<file path="src/smrc_pkg.sv">
// package for the supply monitor and reference control block
// assumes a 32-bit axi4-lite register bus and one 50 mhz clock
package smrc_pkg;

   // ********************************************************
   // register map (byte addresses)
   // ********************************************************
   localparam logic [7:0] ADDR_STATUS   = 8'h0c;
   localparam logic [7:0] ADDR_FLAGS    = 8'h08;
   localparam logic [7:0] ADDR_BROWNOUT = 8'h10;
   localparam logic [7:0] ADDR_REGUL    = 8'h18;
   localparam logic [7:0] ADDR_REFER    = 8'h1c;

   // ********************************************************
   // field positions
   // ********************************************************
   localparam int LEVEL_LSB   = 16;
   localparam int PSEL_LSB    = 12;
   localparam int ACTCHO_BIT  = 8;
   localparam int SLKEEP_BIT  = 6;
   localparam int SLCHO_BIT   = 5;
   localparam int ACTION_LSB  = 3;
   localparam int MARGIN_BIT  = 2;
   localparam int ENABLE_BIT  = 1;
   localparam int REG_RUN_BIT = 6;
   localparam int REG_ONE_BIT = 1;
   localparam int REF_SEL_LSB = 16;
   localparam int REF_DEM_BIT = 7;
   localparam int REF_RUN_BIT = 6;
   localparam int REF_OE_BIT  = 2;
   localparam int ST_READY    = 0;
   localparam int ST_DETECT   = 1;
   localparam int ST_SYNC     = 2;

   // ********************************************************
   // reset values and timing
   // ********************************************************
   localparam logic [31:0] REGUL_RESET = 32'h0000_0002;
   localparam logic [31:0] REFER_RESET = 32'h0000_0000;
   localparam int          CLK_HZ      = 50_000_000;
   localparam int          LPO_HZ      = 1024;
   // cycles of aclk per low-power oscillator period, rounded down
   localparam int          LPO_CYCLES  = CLK_HZ / LPO_HZ;
   localparam int          SYNC_CYCLES = 3;

   localparam logic [1:0] ACT_NONE  = 2'h0;
   localparam logic [1:0] ACT_RESET = 2'h1;
   localparam logic [1:0] ACT_INT   = 2'h2;
   localparam logic [3:0] SEL_1V024 = 4'h0;
   localparam logic [3:0] SEL_2V048 = 4'h2;
   localparam logic [3:0] SEL_4V096 = 4'h3;

   // detector configuration travelling together
   typedef struct packed {
      logic [5:0] level;
      logic [3:0] psel;
      logic       active_sampling_choice;
      logic       keep_on_in_sleep;
      logic       sleep_sampling_choice;
      logic [1:0] action;
      logic       threshold_margin_on;
   } smrc_det_cfg_t;

   // start-up values from the nonvolatile user row
   typedef struct packed {
      smrc_det_cfg_t cfg;
      logic          enable;
   } smrc_nvm_t;

endpackage : smrc_pkg

</file>
<file path="src/smrc_sampler.sv">
// sampling engine for the dropout detector
// assumes the analog compare arrives synchronous to aclk
`timescale 1ns/10ps
`default_nettype none
module smrc_sampler
   import smrc_pkg::*;
#(
   parameter int LPO_DIV = LPO_CYCLES
)
(
   // clock and reset
   input  wire logic       aclk,
   input  wire logic       aresetn,
   // control
   input  wire logic       run,
   input  wire logic       sampling,
   input  wire logic [3:0] psel,
   input  wire logic       below,
   // result
   output logic            detected
);
   logic [31:0] lpo_cnt;
   logic [15:0] pre_cnt;
   logic        lpo_tick;
   logic        sample_tick;
   logic [15:0] pre_last;

   assign lpo_tick    = (lpo_cnt == 32'(LPO_DIV - 1));
   // code n divides the slow clock by 2**(n+1)
   assign pre_last    = 16'((32'd2 << psel) - 32'd1);
   assign sample_tick = lpo_tick && (pre_cnt == pre_last);

   always_ff @(posedge aclk)
   begin
      if (!aresetn || !run)
      begin
         lpo_cnt <= '0;
         pre_cnt <= '0;
      end
      else if (lpo_tick)
      begin
         lpo_cnt <= '0;
         pre_cnt <= (pre_cnt == pre_last) ? 16'h0 : pre_cnt + 16'h1;
      end
      else
         lpo_cnt <= lpo_cnt + 32'h1;
   end

   // sampling holds its result between samples
   always_ff @(posedge aclk)
   begin
      if (!aresetn || !run)
         detected <= 1'b0;
      else if (!sampling || sample_tick)
         detected <= below;
   end
endmodule : smrc_sampler
`default_nettype wire

</file>
<file path="src/smrc_top.sv">
// register bank of the supply monitor and reference control
// assumes an axi4-lite master on aclk, nvm values stable at reset release
//
// The AXI4-Lite register port is this design's own decision.
`timescale 1ns/10ps
`default_nettype none
module smrc_top
   import smrc_pkg::*;
#(
   parameter int LPO_DIV = LPO_CYCLES
)
(
   // clock and reset
   input  wire logic        aclk,
   input  wire logic        aresetn,
   // axi4-lite write address and data
   input  wire logic        s_axi_awvalid,
   output logic             s_axi_awready,
   input  wire logic [7:0]  s_axi_awaddr,
   input  wire logic        s_axi_wvalid,
   output logic             s_axi_wready,
   input  wire logic [31:0] s_axi_wdata,
   input  wire logic [3:0]  s_axi_wstrb,
   // axi4-lite write response
   output logic             s_axi_bvalid,
   input  wire logic        s_axi_bready,
   output logic [1:0]       s_axi_bresp,
   // axi4-lite read
   input  wire logic        s_axi_arvalid,
   output logic             s_axi_arready,
   input  wire logic [7:0]  s_axi_araddr,
   output logic             s_axi_rvalid,
   input  wire logic        s_axi_rready,
   output logic [31:0]      s_axi_rdata,
   output logic [1:0]       s_axi_rresp,
   // start-up values and system state
   input  wire smrc_nvm_t   nvm_row,
   input  wire logic        access_guard_lock,
   input  wire logic        standby,
   input  wire logic        supply_below,
   input  wire logic        reference_request,
   // detector controls
   output smrc_det_cfg_t    det_cfg,
   output logic             det_enabled,
   output logic             det_running,
   output logic             det_reset_req,
   output logic             det_irq_req,
   // regulator and reference controls
   output logic             regulator_normal_in_sleep,
   output logic [3:0]       internal_reference,
   output logic             reference_on,
   output logic             reference_to_converter_route
);
   // ********************************************************
   // state
   // ********************************************************
   smrc_det_cfg_t cfg;
   logic          enable;
   logic          enable_live;
   logic [1:0]    sync_cnt;
   logic          dropout_sync_done;
   logic          dropout_detected;
   logic          detected_q;
   logic          flag_detect;
   logic          flag_sync;
   logic          flag_ready;
   logic          sync_q;
   logic          regul_run;
   logic          regul_one;
   logic [3:0]    ref_sel;
   logic          ref_dem;
   logic          ref_run;
   logic          ref_oe;
   logic          boot;

   // ********************************************************
   // axi4-lite write path
   // ********************************************************
   logic        aw_held;
   logic        w_held;
   logic [7:0]  aw_addr;
   logic [31:0] w_data;
   logic [3:0]  w_strb;
   wire         do_write = aw_held && w_held && !s_axi_bvalid;
   wire         wr_bo    = do_write && aw_addr == ADDR_BROWNOUT;
   wire         wr_rg    = do_write && aw_addr == ADDR_REGUL;
   wire         wr_rf    = do_write && aw_addr == ADDR_REFER;
   wire         wr_fl    = do_write && aw_addr == ADDR_FLAGS;
   wire         wr_ok    = wr_bo || wr_rg || wr_rf || wr_fl ||
                           (do_write && aw_addr == ADDR_STATUS);
   wire         locked   = access_guard_lock;
   wire         wr_prot  = wr_bo && !locked && !enable;
   wire         wr_en    = wr_bo && !locked && w_strb[0];
   wire         clr_det  = wr_fl && w_strb[0] && w_data[ST_DETECT];
   wire         clr_syn  = wr_fl && w_strb[0] && w_data[ST_SYNC];
   wire         clr_rdy  = wr_fl && w_strb[0] && w_data[ST_READY];

   always_ff @(posedge aclk)
   begin
      if (!aresetn)
      begin
         aw_held      <= 1'b0;
         w_held       <= 1'b0;
         aw_addr      <= 8'h00;
         w_data       <= 32'h0;
         w_strb       <= 4'h0;
         s_axi_bvalid <= 1'b0;
         s_axi_bresp  <= 2'h0;
      end
      else
      begin
         if (s_axi_awvalid && s_axi_awready)
         begin
            aw_held <= 1'b1;
            aw_addr <= {s_axi_awaddr[7:2], 2'b00};
         end
         if (s_axi_wvalid && s_axi_wready)
         begin
            w_held <= 1'b1;
            w_data <= s_axi_wdata;
            w_strb <= s_axi_wstrb;
         end
         if (do_write)
         begin
            aw_held      <= 1'b0;
            w_held       <= 1'b0;
            s_axi_bvalid <= 1'b1;
            s_axi_bresp  <= wr_ok ? 2'h0 : 2'h2;
         end
         else if (s_axi_bready)
            s_axi_bvalid <= 1'b0;
      end
   end

   always_ff @(posedge aclk)
   begin
      if (!aresetn)
      begin
         s_axi_awready <= 1'b0;
         s_axi_wready  <= 1'b0;
      end
      else
      begin
         // no new request is taken while the answer waits for bready
         s_axi_awready <= !aw_held && !s_axi_bvalid &&
                          !(s_axi_awvalid && s_axi_awready);
         s_axi_wready  <= !w_held && !s_axi_bvalid &&
                          !(s_axi_wvalid && s_axi_wready);
      end
   end

   // ********************************************************
   // configuration registers
   // ********************************************************
   // nvm row is taken by a clocked load in the first cycle after release
   always_ff @(posedge aclk)
   begin
      if (!aresetn)
      begin
         boot   <= 1'b1;
         cfg    <= '0;
         enable <= 1'b0;
      end
      else if (boot)
      begin
         boot   <= 1'b0;
         cfg    <= nvm_row.cfg;
         enable <= nvm_row.enable;
      end
      else
      begin
         if (wr_prot && w_strb[2])
            cfg.level <= w_data[LEVEL_LSB +: 6];
         if (wr_prot && w_strb[1])
         begin
            cfg.psel <= w_data[PSEL_LSB +: 4];
            cfg.active_sampling_choice <= w_data[ACTCHO_BIT];
         end
         if (wr_prot && w_strb[0])
         begin
            cfg.keep_on_in_sleep      <= w_data[SLKEEP_BIT];
            cfg.sleep_sampling_choice <= w_data[SLCHO_BIT];
            cfg.action                <= w_data[ACTION_LSB +: 2];
            cfg.threshold_margin_on   <= w_data[MARGIN_BIT];
         end
         if (wr_en)
            enable <= w_data[ENABLE_BIT];
      end
   end

   // enable reaches the detector a few cycles after the write
   always_ff @(posedge aclk)
   begin
      if (!aresetn)
      begin
         sync_cnt    <= 2'h0;
         enable_live <= 1'b0;
      end
      else if (wr_en || boot)
         sync_cnt <= 2'(SYNC_CYCLES);
      else if (sync_cnt != 2'h0)
      begin
         sync_cnt <= sync_cnt - 2'h1;
         if (sync_cnt == 2'h1)
            enable_live <= enable;
      end
   end
   assign dropout_sync_done = (sync_cnt == 2'h0);

   always_ff @(posedge aclk)
   begin
      if (!aresetn)
      begin
         regul_run <= 1'b0;
         regul_one <= REGUL_RESET[REG_ONE_BIT];
         ref_sel   <= REFER_RESET[REF_SEL_LSB +: 4];
         ref_dem   <= 1'b0;
         ref_run   <= 1'b0;
         ref_oe    <= 1'b0;
      end
      else
      begin
         if (wr_rg && !locked && w_strb[0])
         begin
            regul_run <= w_data[REG_RUN_BIT];
            regul_one <= w_data[REG_ONE_BIT];
         end
         if (wr_rf && !locked && w_strb[2])
            ref_sel <= w_data[REF_SEL_LSB +: 4];
         if (wr_rf && !locked && w_strb[0])
         begin
            ref_dem <= w_data[REF_DEM_BIT];
            ref_run <= w_data[REF_RUN_BIT];
            ref_oe  <= w_data[REF_OE_BIT];
         end
      end
   end

   // ********************************************************
   // detector operation
   // ********************************************************
   wire det_run  = enable_live && (!standby || cfg.keep_on_in_sleep);
   wire det_samp = standby ? cfg.sleep_sampling_choice
                           : cfg.active_sampling_choice;

   smrc_sampler #(.LPO_DIV(LPO_DIV)) u_sampler (
      .aclk     (aclk),
      .aresetn  (aresetn),
      .run      (det_run),
      .sampling (det_samp),
      .psel     (cfg.psel),
      .below    (supply_below),
      .detected (dropout_detected)
   );

   // flags: a set in the same cycle as a clear wins
   always_ff @(posedge aclk)
   begin
      if (!aresetn)
      begin
         detected_q  <= 1'b0;
         sync_q      <= 1'b1;
         flag_detect <= 1'b0;
         flag_sync   <= 1'b0;
         flag_ready  <= 1'b0;
      end
      else
      begin
         detected_q  <= dropout_detected;
         sync_q      <= dropout_sync_done;
         flag_detect <= (dropout_detected && !detected_q) ||
                        (flag_detect && !clr_det);
         flag_sync   <= (dropout_sync_done && !sync_q) ||
                        (flag_sync && !clr_syn);
         flag_ready  <= (det_run && !det_running) ||
                        (flag_ready && !clr_rdy);
      end
   end

   // ********************************************************
   // outputs and read path
   // ********************************************************
   wire ref_want = ref_dem ? reference_request : 1'b1;
   wire ref_live = standby ? (ref_run && ref_want) : ref_want;

   always_ff @(posedge aclk)
   begin
      if (!aresetn)
      begin
         det_cfg                      <= '0;
         det_enabled                  <= 1'b0;
         det_running                  <= 1'b0;
         det_reset_req                <= 1'b0;
         det_irq_req                  <= 1'b0;
         regulator_normal_in_sleep    <= 1'b0;
         internal_reference           <= SEL_1V024;
         reference_on                 <= 1'b0;
         reference_to_converter_route <= 1'b0;
      end
      else
      begin
         det_cfg       <= cfg;
         det_enabled   <= enable_live;
         det_running   <= det_run;
         det_reset_req <= dropout_detected && cfg.action == ACT_RESET;
         det_irq_req   <= flag_detect && cfg.action == ACT_INT;
         regulator_normal_in_sleep    <= regul_run;
         internal_reference           <= ref_sel;
         reference_on                 <= ref_live;
         reference_to_converter_route <= ref_oe;
      end
   end

   logic [31:0] rd_word;
   logic        rd_ok;
   wire  [7:0]  ra = {s_axi_araddr[7:2], 2'b00};
   always_comb
   begin
      rd_ok   = 1'b1;
      rd_word = 32'h0;
      case (ra)
         ADDR_FLAGS:    rd_word = {29'h0, flag_sync, flag_detect, flag_ready};
         ADDR_STATUS:   rd_word = {29'h0, dropout_sync_done,
                                   dropout_detected, det_running};
         ADDR_BROWNOUT: rd_word = {10'h0, cfg.level, cfg.psel, 3'h0,
                                   cfg.active_sampling_choice, 1'b0,
                                   cfg.keep_on_in_sleep,
                                   cfg.sleep_sampling_choice, cfg.action,
                                   cfg.threshold_margin_on, enable, 1'b0};
         ADDR_REGUL:    rd_word = {25'h0, regul_run, 4'h0, regul_one, 1'b0};
         ADDR_REFER:    rd_word = {12'h0, ref_sel, 8'h0, ref_dem, ref_run,
                                   3'h0, ref_oe, 2'h0};
         default:       rd_ok = 1'b0;
      endcase
   end

   always_ff @(posedge aclk)
   begin
      if (!aresetn)
      begin
         s_axi_arready <= 1'b0;
         s_axi_rvalid  <= 1'b0;
         s_axi_rdata   <= 32'h0;
         s_axi_rresp   <= 2'h0;
      end
      else
      begin
         s_axi_arready <= !s_axi_rvalid && !s_axi_arready;
         if (s_axi_arvalid && s_axi_arready)
         begin
            s_axi_rvalid <= 1'b1;
            s_axi_rdata  <= rd_word;
            s_axi_rresp  <= rd_ok ? 2'h0 : 2'h2;
         end
         else if (s_axi_rready)
            s_axi_rvalid <= 1'b0;
      end
   end
endmodule : smrc_top
`default_nettype wire

</file>
<file path="config.mk">
export PLATFORM = sky130hd
export DESIGN_NAME = smrc_top
export DESIGN_NICKNAME = d
export VERILOG_FILES = /design/src/smrc_pkg.sv /design/src/smrc_sampler.sv /design/src/smrc_top.sv
export SDC_FILE = /design/constraint.sdc
export NUM_CORES = 1
export LEC_CHECK = 0
export ABC_CLOCK_PERIOD_IN_PS = 6450
export BUFFER_PORTS_ARGS = -buffer_cell sky130_fd_sc_hd__buf_2
export CORE_MARGIN = 3
export CORE_UTILIZATION = 48
export DETAILED_ROUTE_END_ITERATION = 8
export GPL_ROUTABILITY_DRIVEN = 0
export GPL_TIMING_DRIVEN = 0
export PLACE_DENSITY = 0.82
export SETUP_SLACK_MARGIN = 0.2
export SYNTH_ARGS = -nofsm -noshare
export SYNTH_HDL_FRONTEND = slang
export SYNTH_HIERARCHICAL = 1
export SYNTH_SLANG_ARGS = --single-unit
</file>
<file path="constraint.sdc">
create_clock -name aclk -period 6.45 [get_ports aclk]
set_clock_uncertainty 0.15 [all_clocks]
set_input_delay 0.3225 -clock aclk [delete_from_list [all_inputs] [get_ports aclk]]
set_output_delay 0.3225 -clock aclk [all_outputs]
set_load 0.05 [all_outputs]
</file>
## Yosys cells after proc, flatten, opt, wreduce, memory -nomap -nowiden

Index checks and enable logic that the tools add are counted.

- Shifts and indexed selects: 1
- Add/subtract/negate cells: 4
- Multiplexer cells: 21
- Equal/unequal tests: 15
- Reductions and logical operators: 84
- Bitwise operators: 2

Operator list:

| kind | count |
|---|---|
| 22-bit case mux with 5 select lines | 1 |
| 1-bit logical AND | 41 |
| 6-bit by 3-bit == test with 1-bit output, second input constant | 6 |
| 32-bit by 1-bit adder with 32-bit output, second input constant | 1 |
| 32-bit by 16-bit == test with 1-bit output, second input constant | 1 |
| 16-bit 2-to-1 mux | 2 |
| 6-bit by 2-bit == test with 1-bit output, second input constant | 4 |
| 1-bit zero test | 19 |
| 16-bit by 1-bit adder with 16-bit output, second input constant | 1 |
| 16-bit == test | 1 |
| 2-bit nonzero test | 8 |
| 2-bit by 4-bit left shift with 16-bit output, first input constant | 1 |
| 16-bit by 1-bit subtractor with 16-bit output, second input constant | 1 |
| 1-bit logical OR | 11 |
| 1-bit 2-to-1 mux | 11 |
| 5-bit 2-to-1 mux | 2 |
| 2-bit 2-to-1 mux | 4 |
| 6-bit 2-to-1 mux | 1 |
| 5-bit OR reduction | 1 |
| 2-bit by 1-bit == test with 1-bit output, second input constant | 2 |
| 2-bit OR reduction | 2 |
| 3-bit AND reduction | 1 |
| 2-bit == test, second input constant | 1 |
| 2-bit zero test | 1 |
| other kinds (2) | 3 |

- Register bits: 185
- Output and inout bits: 68

## Depth between registers and ports, before layout

Gate-level depths: netlist of the first run.

- Depth in word-level cells: 8
- Gate-level depth with buffers: 12

## Cells and area by module

The synthesis of the first run kept the hierarchy.

Modules (own cells, without submodules):

| module | cells an instance | sequential area each (µm²) | times used | area each (µm²) |
|---|---|---|---|---|
| smrc_top | 495 | 2362.3 | 1 | 4624.4 |
| smrc_sampler | 313 | 980.9 | 1 | 2602.5 |

## Worst setup path after synthesis of the first run

OpenSTA, ideal clock, no wires.

- Path kind: flip-flop to flip-flop
- Start: reg, netlist name cfg[9]
- End: reg u_sampler.pre_cnt[10]
- Arrival time: 3.332 ns
- Path buffers: 4
- Stages on the path, launching flop included: 12
- Data required time: 6.185 ns
- Setup slack: 2.854 ns
- Cells stage by stage: dfxtp_1 -> buf_2 -> clkbuf_1 -> or4b_2 -> ha_1 -> buf_4 -> nor4b_1 -> or3_2 -> a221o_1 -> o41ai_4 -> buf_6 -> nor2_1

- Word-level cells in the longest chain between the ends: 4

RTL lines:

| element | RTL line | RTL |
|---|---|---|
| 2-bit by 4-bit left shift with 16-bit output | smrc_sampler.sv:30 | `assign pre_last = 16'((32'd2 << psel) - 32'd1);` |
| 16-bit by 1-bit subtractor with 16-bit output | smrc_sampler.sv:30 |  |
| 16-bit == test | smrc_sampler.sv:43 | `pre_cnt <= (pre_cnt == pre_last) ? 16'h0 : pre_cnt + 16'h1;` |
| 16-bit 2-to-1 mux | smrc_sampler.sv:43 |  |
| end signal: assignment | smrc_sampler.sv:43 |  |
| end: declaration | smrc_sampler.sv:23 | `logic [15:0] pre_cnt;` |

Every way passes these cells.
A chain may end at the register's enable or synchronous reset.

## Worst setup path in the final report of the first run

- Start: reg, netlist name cfg[9]
- End: reg u_sampler.pre_cnt[6]

- Word-level cells in the longest chain between the ends: 4

RTL lines:

| element | RTL line |
|---|---|
| 2-bit by 4-bit left shift with 16-bit output | smrc_sampler.sv:30 |
| 16-bit by 1-bit subtractor with 16-bit output | smrc_sampler.sv:30 |
| 16-bit == test | smrc_sampler.sv:43 |
| 16-bit 2-to-1 mux | smrc_sampler.sv:43 |

Every way passes these cells.

==> flow_metrics.tcl, run 1 <==
set metrics [dict create \
    place_ws_ns 2.36 \
    cts_resized 0 \
    ys_seq_area_share_pct 46.3 \
    cts_buffer_depth 2 \
    ys_warn_count 6 \
    synthArstFlopShare_pct 0 \
    io_pins 148 \
    grt_max_degree 17 \
    p_per_area_nw_per_um2 260 \
    cts_buffers 17 \
    p_leak_nw 3.64 \
    layout_common_cells "167 x dfxtp_1, 123 x buf_2, 99 x nand2_1, 88 x nor2_1, 54 x a21oi_1" \
    avgSynthCellArea_um2 8.94 \
    worstMarginPinSlew_ns 1.01 \
    period_share_pct 64.6 \
    path_max_fanout 10 \
    grt_overflow 0 \
    final.setup.tns_ns 0 \
    vdd.ir_drop.worst_v 0.000227 \
    ys_ff_latch 167 \
    dp_hpwl_um 13400 \
    grt_pass1_vias 5860 \
    drv_slew 0 \
    cts_tree "done" \
    antenna_found_initial 0 \
    critical_path.slowest_cell "or4b_2" \
    fillers 1230 \
    clkTransAtPathRegs_ns 0.06 \
    start_util_pct 49.4 \
    num-nets-final 1066 \
    viasPerCell 5.38 \
    crit_path_start_kind "flip-flop" \
    syn_area_um2 7230 \
    placedCellCount 1117 \
    clkLatencyLatePin_ns 0.44 \
    core_area_um2 14600 \
    area_growth_pct 23.8 \
    hold_slack_ns 0.00793 \
    die_y_um 129 \
    fin_crit_ns 4.17 \
    vias 6342 \
    total_power_w 0.00233 \
    hold_class "input port to flip-flop" \
    route.detailed.drc 0 \
    wirelength_um 19000 \
    drtIter0Drc 486 \
    layout-drive-gt1-share_pct 20.5 \
    path_cells "buf_2 -> clkbuf_1 -> or4b_2 -> ha_1 -> buf_4 -> or3_1 -> a211oi_1 -> a31oi_1 -> a221o_1 -> o41ai_4 -> buf_6 -> nor2_1" \
    crit_arrival_ns 4.35 \
    routedWlPerCell_um 16.2 \
    diodes 0 \
    yosys_most_used_dff "dfxtp_1" \
    cpPeakStageDelay_ns 0.72 \
    rows 44 \
    fmax_ghz 0.240 \
    grt_pass1_wl_um 29600 \
    synth-edff-count 0 \
    yosysUniqueCellTypes 66 \
    fin_cells 1178 \
    hold_violations 0 \
    multi_input_area_um2 3580 \
    dr.pass1.iters 7 \
    maxCapViolCount 0 \
    relSlewSlack_pct 32.0 \
    final_common_cell "dfxtp_1" \
    rsz0062_at_grt "false" \
    htreeDepth 4 \
    ant_nets 0 \
    cts_root_buf "clkbuf_16" \
    syn_inst 808 \
    cts.sinks 167 \
    die_w_um 129 \
    dieArea_um2 16600 \
    io_buffers 111 \
    path_class "flip-flop to flip-flop" \
    finalSetupViolCount 0 \
    track_usage_pct 22.7 \
    cp.required_ns 6.63 \
    status "finished, final reports clean" \
    final-seq-area_um2 3340 \
    fin_ws_ns 2.28 \
    end_kind "flip-flop" \
]
## where the power goes
group          internal [W]  switching (W)  total [W]
logic             0.0000920       0.000149   0.000241
clock network      0.000563       0.000446    0.00101
registers           0.00106      0.0000225    0.00108
total               0.00171       0.000618    0.00233
## synthesized netlist by cell type, drive strengths merged, types with 13 or more instances
master / instances / area [µm²]
buf: 33 / 206
nand3: 36 / 180
mux2i: 24 / 240
and2: 23 / 144
clkbuf: 21 / 78.8
a21oi: 56 / 303
xor2: 30 / 263
inv: 18 / 67.6
nor2: 88 / 330
nand4: 13 / 81.3
nand2: 99 / 372
o21ai: 26 / 130
nor3: 19 / 100
xnor2: 19 / 166
dfxtp: 167 / 3340
a22oi: 15 / 113
mux2: 13 / 180
## cells by family (layout without fill, tap and decap cells)
logic type,after synthesis,after routing,synth area share [%]
DFF,167,167,46.3
and+or+nand+nor,347,347,24.7
buffers and inverters,73,245,4.93
xor gates and xnor gates,49,49,5.94
adders and majority gates,5,5,0.866
other,1,15,0.0519
AOI/OAI and AO/OA,129,129,11.4
muxes,37,37,5.82
## per-layer routing
metal | up-vias | wire [µm] | track usage (%)
li1 | 3111 | - | -
met2 | 221 | 9210 | 38.2
met1 | 2977 | 8360 | 29.1
met4 | 0 | 367 | 7.66
met5 | - | 0 | 0
met3 | 33 | 1110 | 4.86
## final cells by class
type,instances,area share (%)
inverter,19,0.797
tap,184,2.57
timing repair buffer,140,9.45
multi-input combinational,582,40.0
clock buffer,19,5.06
sequential,167,37.4
clock inverter,13,1.54
buffer,54,3.19
## worst max-delay path: cells and delay by family (launching register included)
kind	cells	cell delay, ns
simple gates	3	1.13
compound gates	4	1.34
buf+inv	4	0.82
flops	1	0.41
fa+ha+maj	1	0.20
## registers in the layout, summed over array words and instances (netlist names), 2 cells and up
name / cells
u_sampler/lpo_cnt: 32
s_axi_rdata: 19
w_data: 19
cfg: 16
det_cfg: 16
u_sampler/pre_cnt: 16
aw_addr: 6
internal_reference: 4
ref_sel: 4
w_strb: 3
sync_cnt: 2
## path summary, 6_finish.rpt
check | start | endpoint | slack (ns) | depth (start not counted)
worst min register to register | s_axi_rvalid | s_axi_arready | 0.29 | 1
worst min-delay path | s_axi_rready | s_axi_rvalid | 0.008 | 3
worst max register to register | cfg[9] | u_sampler/pre_cnt[6] | 2.28 | 12
worst max-delay path | cfg[9] | u_sampler/pre_cnt[6] | 2.28 | 12
## metrics by stage
stage	instance area, µm²	utilization [%]
final	8950	61.1
after global routing	8950	61.1
after CTS	8950	61.1
after detailed placement	8070	55.1
after global placement	8070	55.1
after floorplan	7280	-
## timing repair
| item | in CTS | in global routing |
|---|---|---|
| hold endpoints to repair | 29 | 0 |
| buffers inserted | 0 | 0 |
| hold buffers | 29 | 0 |
No activity file was read; power rests on OpenSTA's default activity.
==> run 2: changes to the inputs <==
--- a/config.mk
+++ b/config.mk
@@ -5,14 +5,15 @@
 export SDC_FILE = /design/constraint.sdc
 export NUM_CORES = 1
 export LEC_CHECK = 0
-export ABC_CLOCK_PERIOD_IN_PS = 6450
+export ABC_AREA = 1
+export ABC_CLOCK_PERIOD_IN_PS = 4300
 export BUFFER_PORTS_ARGS = -buffer_cell sky130_fd_sc_hd__buf_2
 export CORE_MARGIN = 3
 export CORE_UTILIZATION = 48
 export DETAILED_ROUTE_END_ITERATION = 8
 export GPL_ROUTABILITY_DRIVEN = 0
 export GPL_TIMING_DRIVEN = 0
-export PLACE_DENSITY = 0.82
+export PLACE_DENSITY = 0.81
 export SETUP_SLACK_MARGIN = 0.2
 export SYNTH_ARGS = -nofsm -noshare
 export SYNTH_HDL_FRONTEND = slang
==> constraint.sdc (replaced) <==
create_clock -name aclk -period 4.3 [get_ports aclk]
set_clock_uncertainty 0.15 [all_clocks]
set_input_delay 0.215 -clock aclk [delete_from_list [all_inputs] [get_ports aclk]]
set_output_delay 0.215 -clock aclk [all_outputs]
set_load 0.05 [all_outputs]
==> run 2 against run 1 <==
Sequential share of layout area is 3.8 points lower. Clock power is 51% higher. Global-route usage is 2.9 points higher. Die area is 12% higher. Cell area is 11% higher. First-iteration DRC count is 86% higher. Sequential power is 52% higher. Power is 55% higher. Flip-flop and latch count stayed put. Final cell count is 37% higher. Largest cell class unchanged. Critical path type unchanged. Utilization is 0.32 points higher. Setup slack worse by 0.70 ns.
==> flow_metrics.tcl, run 2 <==
set metrics [dict create \
    crit_arrival_ns 2.89 \
    top_regs "u_sampler/lpo_cnt (32), s_axi_rdata (19), w_data (19)" \
    ant_nets 0 \
    crit_path_start_kind "flip-flop" \
    antenna_found_initial 0 \
    vdd.ir_drop.worst_v 0.000306 \
    grt_pass1_vias 7998 \
    p_leak_nw 4.56 \
    ys_warn_count 6 \
    final_common_cell "nand2_1" \
    critical_path.slowest_cell "dfxtp_1" \
    switching_share_pct 28.3 \
    fmax_ghz 0.368 \
    hold_violations 0 \
    largest_reg_flops 32 \
    grt_max_degree 17 \
    drtIter0Drc 906 \
    largest_register "u_sampler/lpo_cnt" \
    synth.area.top_cells "dfxtp_1 41%, nand2_1 14%, inv_1 7.0%, a21oi_1 6.0%, nor2_1 5.8%" \
    top_usage_layer "met2" \
    grt_util_met3_pct 5.14 \
    path_class "flip-flop to flip-flop" \
    final.setup.tns_ns 0 \
    area_growth_pct 22.6 \
    grt_overflow 0 \
    wirelength_um 23600 \
    p_seq_share_pct 45.4 \
    diodes 0 \
    place_area_um2 9020 \
    yosysTopAreaCellShare_pct 41.1 \
    vias 8588 \
    rows 46 \
    finalSetupViolCount 0 \
    finish.instance_area_um2 9970 \
    rsz0062_at_grt "false" \
    cts_root_buf "clkbuf_16" \
    path_cells "nor2_4 -> nand2_1 -> ha_1 -> inv_1 -> nand2_1 -> nand3_1 -> nor2_1 -> nand2_1 -> nor2_1 -> nand2_1 -> nor2_1 -> nand2_1 -> nand2_2 -> nand2_2 -> nand3b_1 -> inv_1" \
    cts_buffer_depth 2 \
    cp.buffers_inverters 2 \
    io_pins 148 \
    grtUsageMet1_pct 31.4 \
    place_ws_ns 1.67 \
    avgSynthCellArea_um2 6.76 \
    hold_class "input port to flip-flop" \
    yosys.cell_count.top_type "nand2_1" \
    crit_path_frequent_cell "nand2_1" \
    synth-edff-count 0 \
    critPathTopFamily "simple AND/OR/NAND/NOR gates" \
    relSlewSlack_pct 54.8 \
    period_share_pct 63.2 \
    die_w_um 136 \
    p_comb_share_pct 12.2 \
    maxCapViolCount 0 \
    clkTransAtPathRegs_ns 0.07 \
    start_util_pct 50.1 \
    synthArstFlopShare_pct 0 \
    core_area_um2 16200 \
    ys_seq_area_share_pct 41.1 \
    grtUsageMet2_pct 44.0 \
    cts_buffers 17 \
    fin_crit_ns 2.72 \
    synth_area_leader_cell "dfxtp_1" \
    routedWlPerCell_um 14.6 \
    clkLatencyLatePin_ns 0.43 \
    cpPeakStageDelay_ns 0.49 \
    worstMarginPinSlew_ns 0.678 \
    layout_common_cells "309 x nand2_1, 167 x dfxtp_1, 152 x inv_1, 125 x nor2_1, 118 x buf_2" \
    syn_inst 1202 \
    dp_hpwl_um 16700 \
    yosysUniqueCellTypes 49 \
    synthTopCellsByCount "309 x nand2_1, 167 x dfxtp_1, 152 x inv_1" \
    status "finished, final reports clean" \
    route.detailed.drc 0 \
    num-nets-final 1470 \
    p_per_area_nw_per_um2 362 \
    cts_tree "done" \
    io_buffers 114 \
    fin_ws_ns 1.58 \
    track_usage_pct 25.6 \
    htreeDepth 4 \
    dr.pass1.iters 5 \
    syn_area_um2 8130 \
    die_y_um 136 \
    layout-drive-gt1-share_pct 15.4 \
    end_kind "flip-flop" \
    ys_ff_latch 167 \
    postCtsSetupBuffers 0 \
    drv_slew 0 \
    yosys_most_used_dff "dfxtp_1" \
    internal-power_w 0.00259 \
    power_frac_clock_pct 42.4 \
    total_power_w 0.00361 \
    cp.required_ns 4.47 \
    p_sw_w 0.00102 \
    cts.sinks 167 \
    grt_pass1_wl_um 38000 \
    viasPerCell 5.32 \
    path_max_fanout 10 \
    dieArea_um2 18500 \
]
==> run 2: cell types whose count changed after synthesis, sizes merged, moves of 41 or more <==
| cell | before | now |
|---|---|---|
| nand2 | 99 | 322 |
| inv | 18 | 162 |
| o21ai | 26 | 80 |
| nor2 | 88 | 141 |
| nand3 | 36 | 82 |
| a21oi | 56 | 97 |
==> run 2: worst paths after layout <==
path / slack, ns / cells after the start / start / to
worst min register to register: 0.29 / 1 / detected_q / flag_detect
worst max-delay path: 1.58 / 16 / cfg[9] / u_sampler/pre_cnt[6]
worst min-delay path: 0.02 / 5 / nvm_row[6] / cfg[5]
worst max register to register: 1.58 / 16 / cfg[9] / u_sampler/pre_cnt[6]
==> run 2: power groups by stage <==
stage | logic [W] | clock network, W | registers (W)
2_1_floorplan | 0.000236 | 0 | 0.00172
3_3_place_gp | 0.000397 | 0 | 0.00167
3_5_place_dp | 0.000404 | 0 | 0.00167
4_1_cts | 0.000431 | 0.00154 | 0.00164
5_1_grt | 0.000482 | 0.00161 | 0.00164
6_report | 0.000441 | 0.00153 | 0.00164
==> run 2: routing by layer <==
layer | wire, µm | part of all wire, % | up-vias
met5 | 0 | 0 | -
met4 | 641 | 2.7 | 0
met3 | 1770 | 7.5 | 59
met2 | 11500 | 49 | 411
met1 | 9660 | 41 | 3906
li1 | - | - | 4212
==> run 2: final cells by class <==
class                      count  area (µm²)
buffer                        46         251
multi-input combinational    839        3970
sequential                   167        3340
clock buffer                  19         453
inverter                     164         617
fill                        1428        6260
tap                          216         270
clock inverter                13         131
timing repair buffer         150         931
==> run 2: worst min-delay path: cells and delay by family <==
| kind | cells | cell delay [ns] |
|---|---|---|
| buffers and inverters | 1 | 0.10 |
| AOI/OAI and AO/OA | 1 | 0.05 |
| and+or+nand+nor | 3 | 0.18 |
==> run 2: per-stage QoR <==
stage	hold WS (ns)	utilization, %	std cells
after floorplan	0.158	-	1216
after global placement	0.265	55.6	1546
after detailed placement	0.266	55.6	1546
after CTS	0.00243	61.4	1614
after global routing	0.0461	61.4	1614
final	0.0167	61.4	1614
==> run 2: logic make-up after synthesis <==
family / synth area share, %
fa+ha+maj: 0.770
xor+xnor: 0.646
compound gates: 12.8
flops: 41.1
other cells: 0.0461
buf+inv: 10.7
simple gates: 33.9
==> run 2: what timing repair did <==
action,CTS,global route
hold buffers,36,0
hold endpoints to repair,35,0
resized for setup,0,0
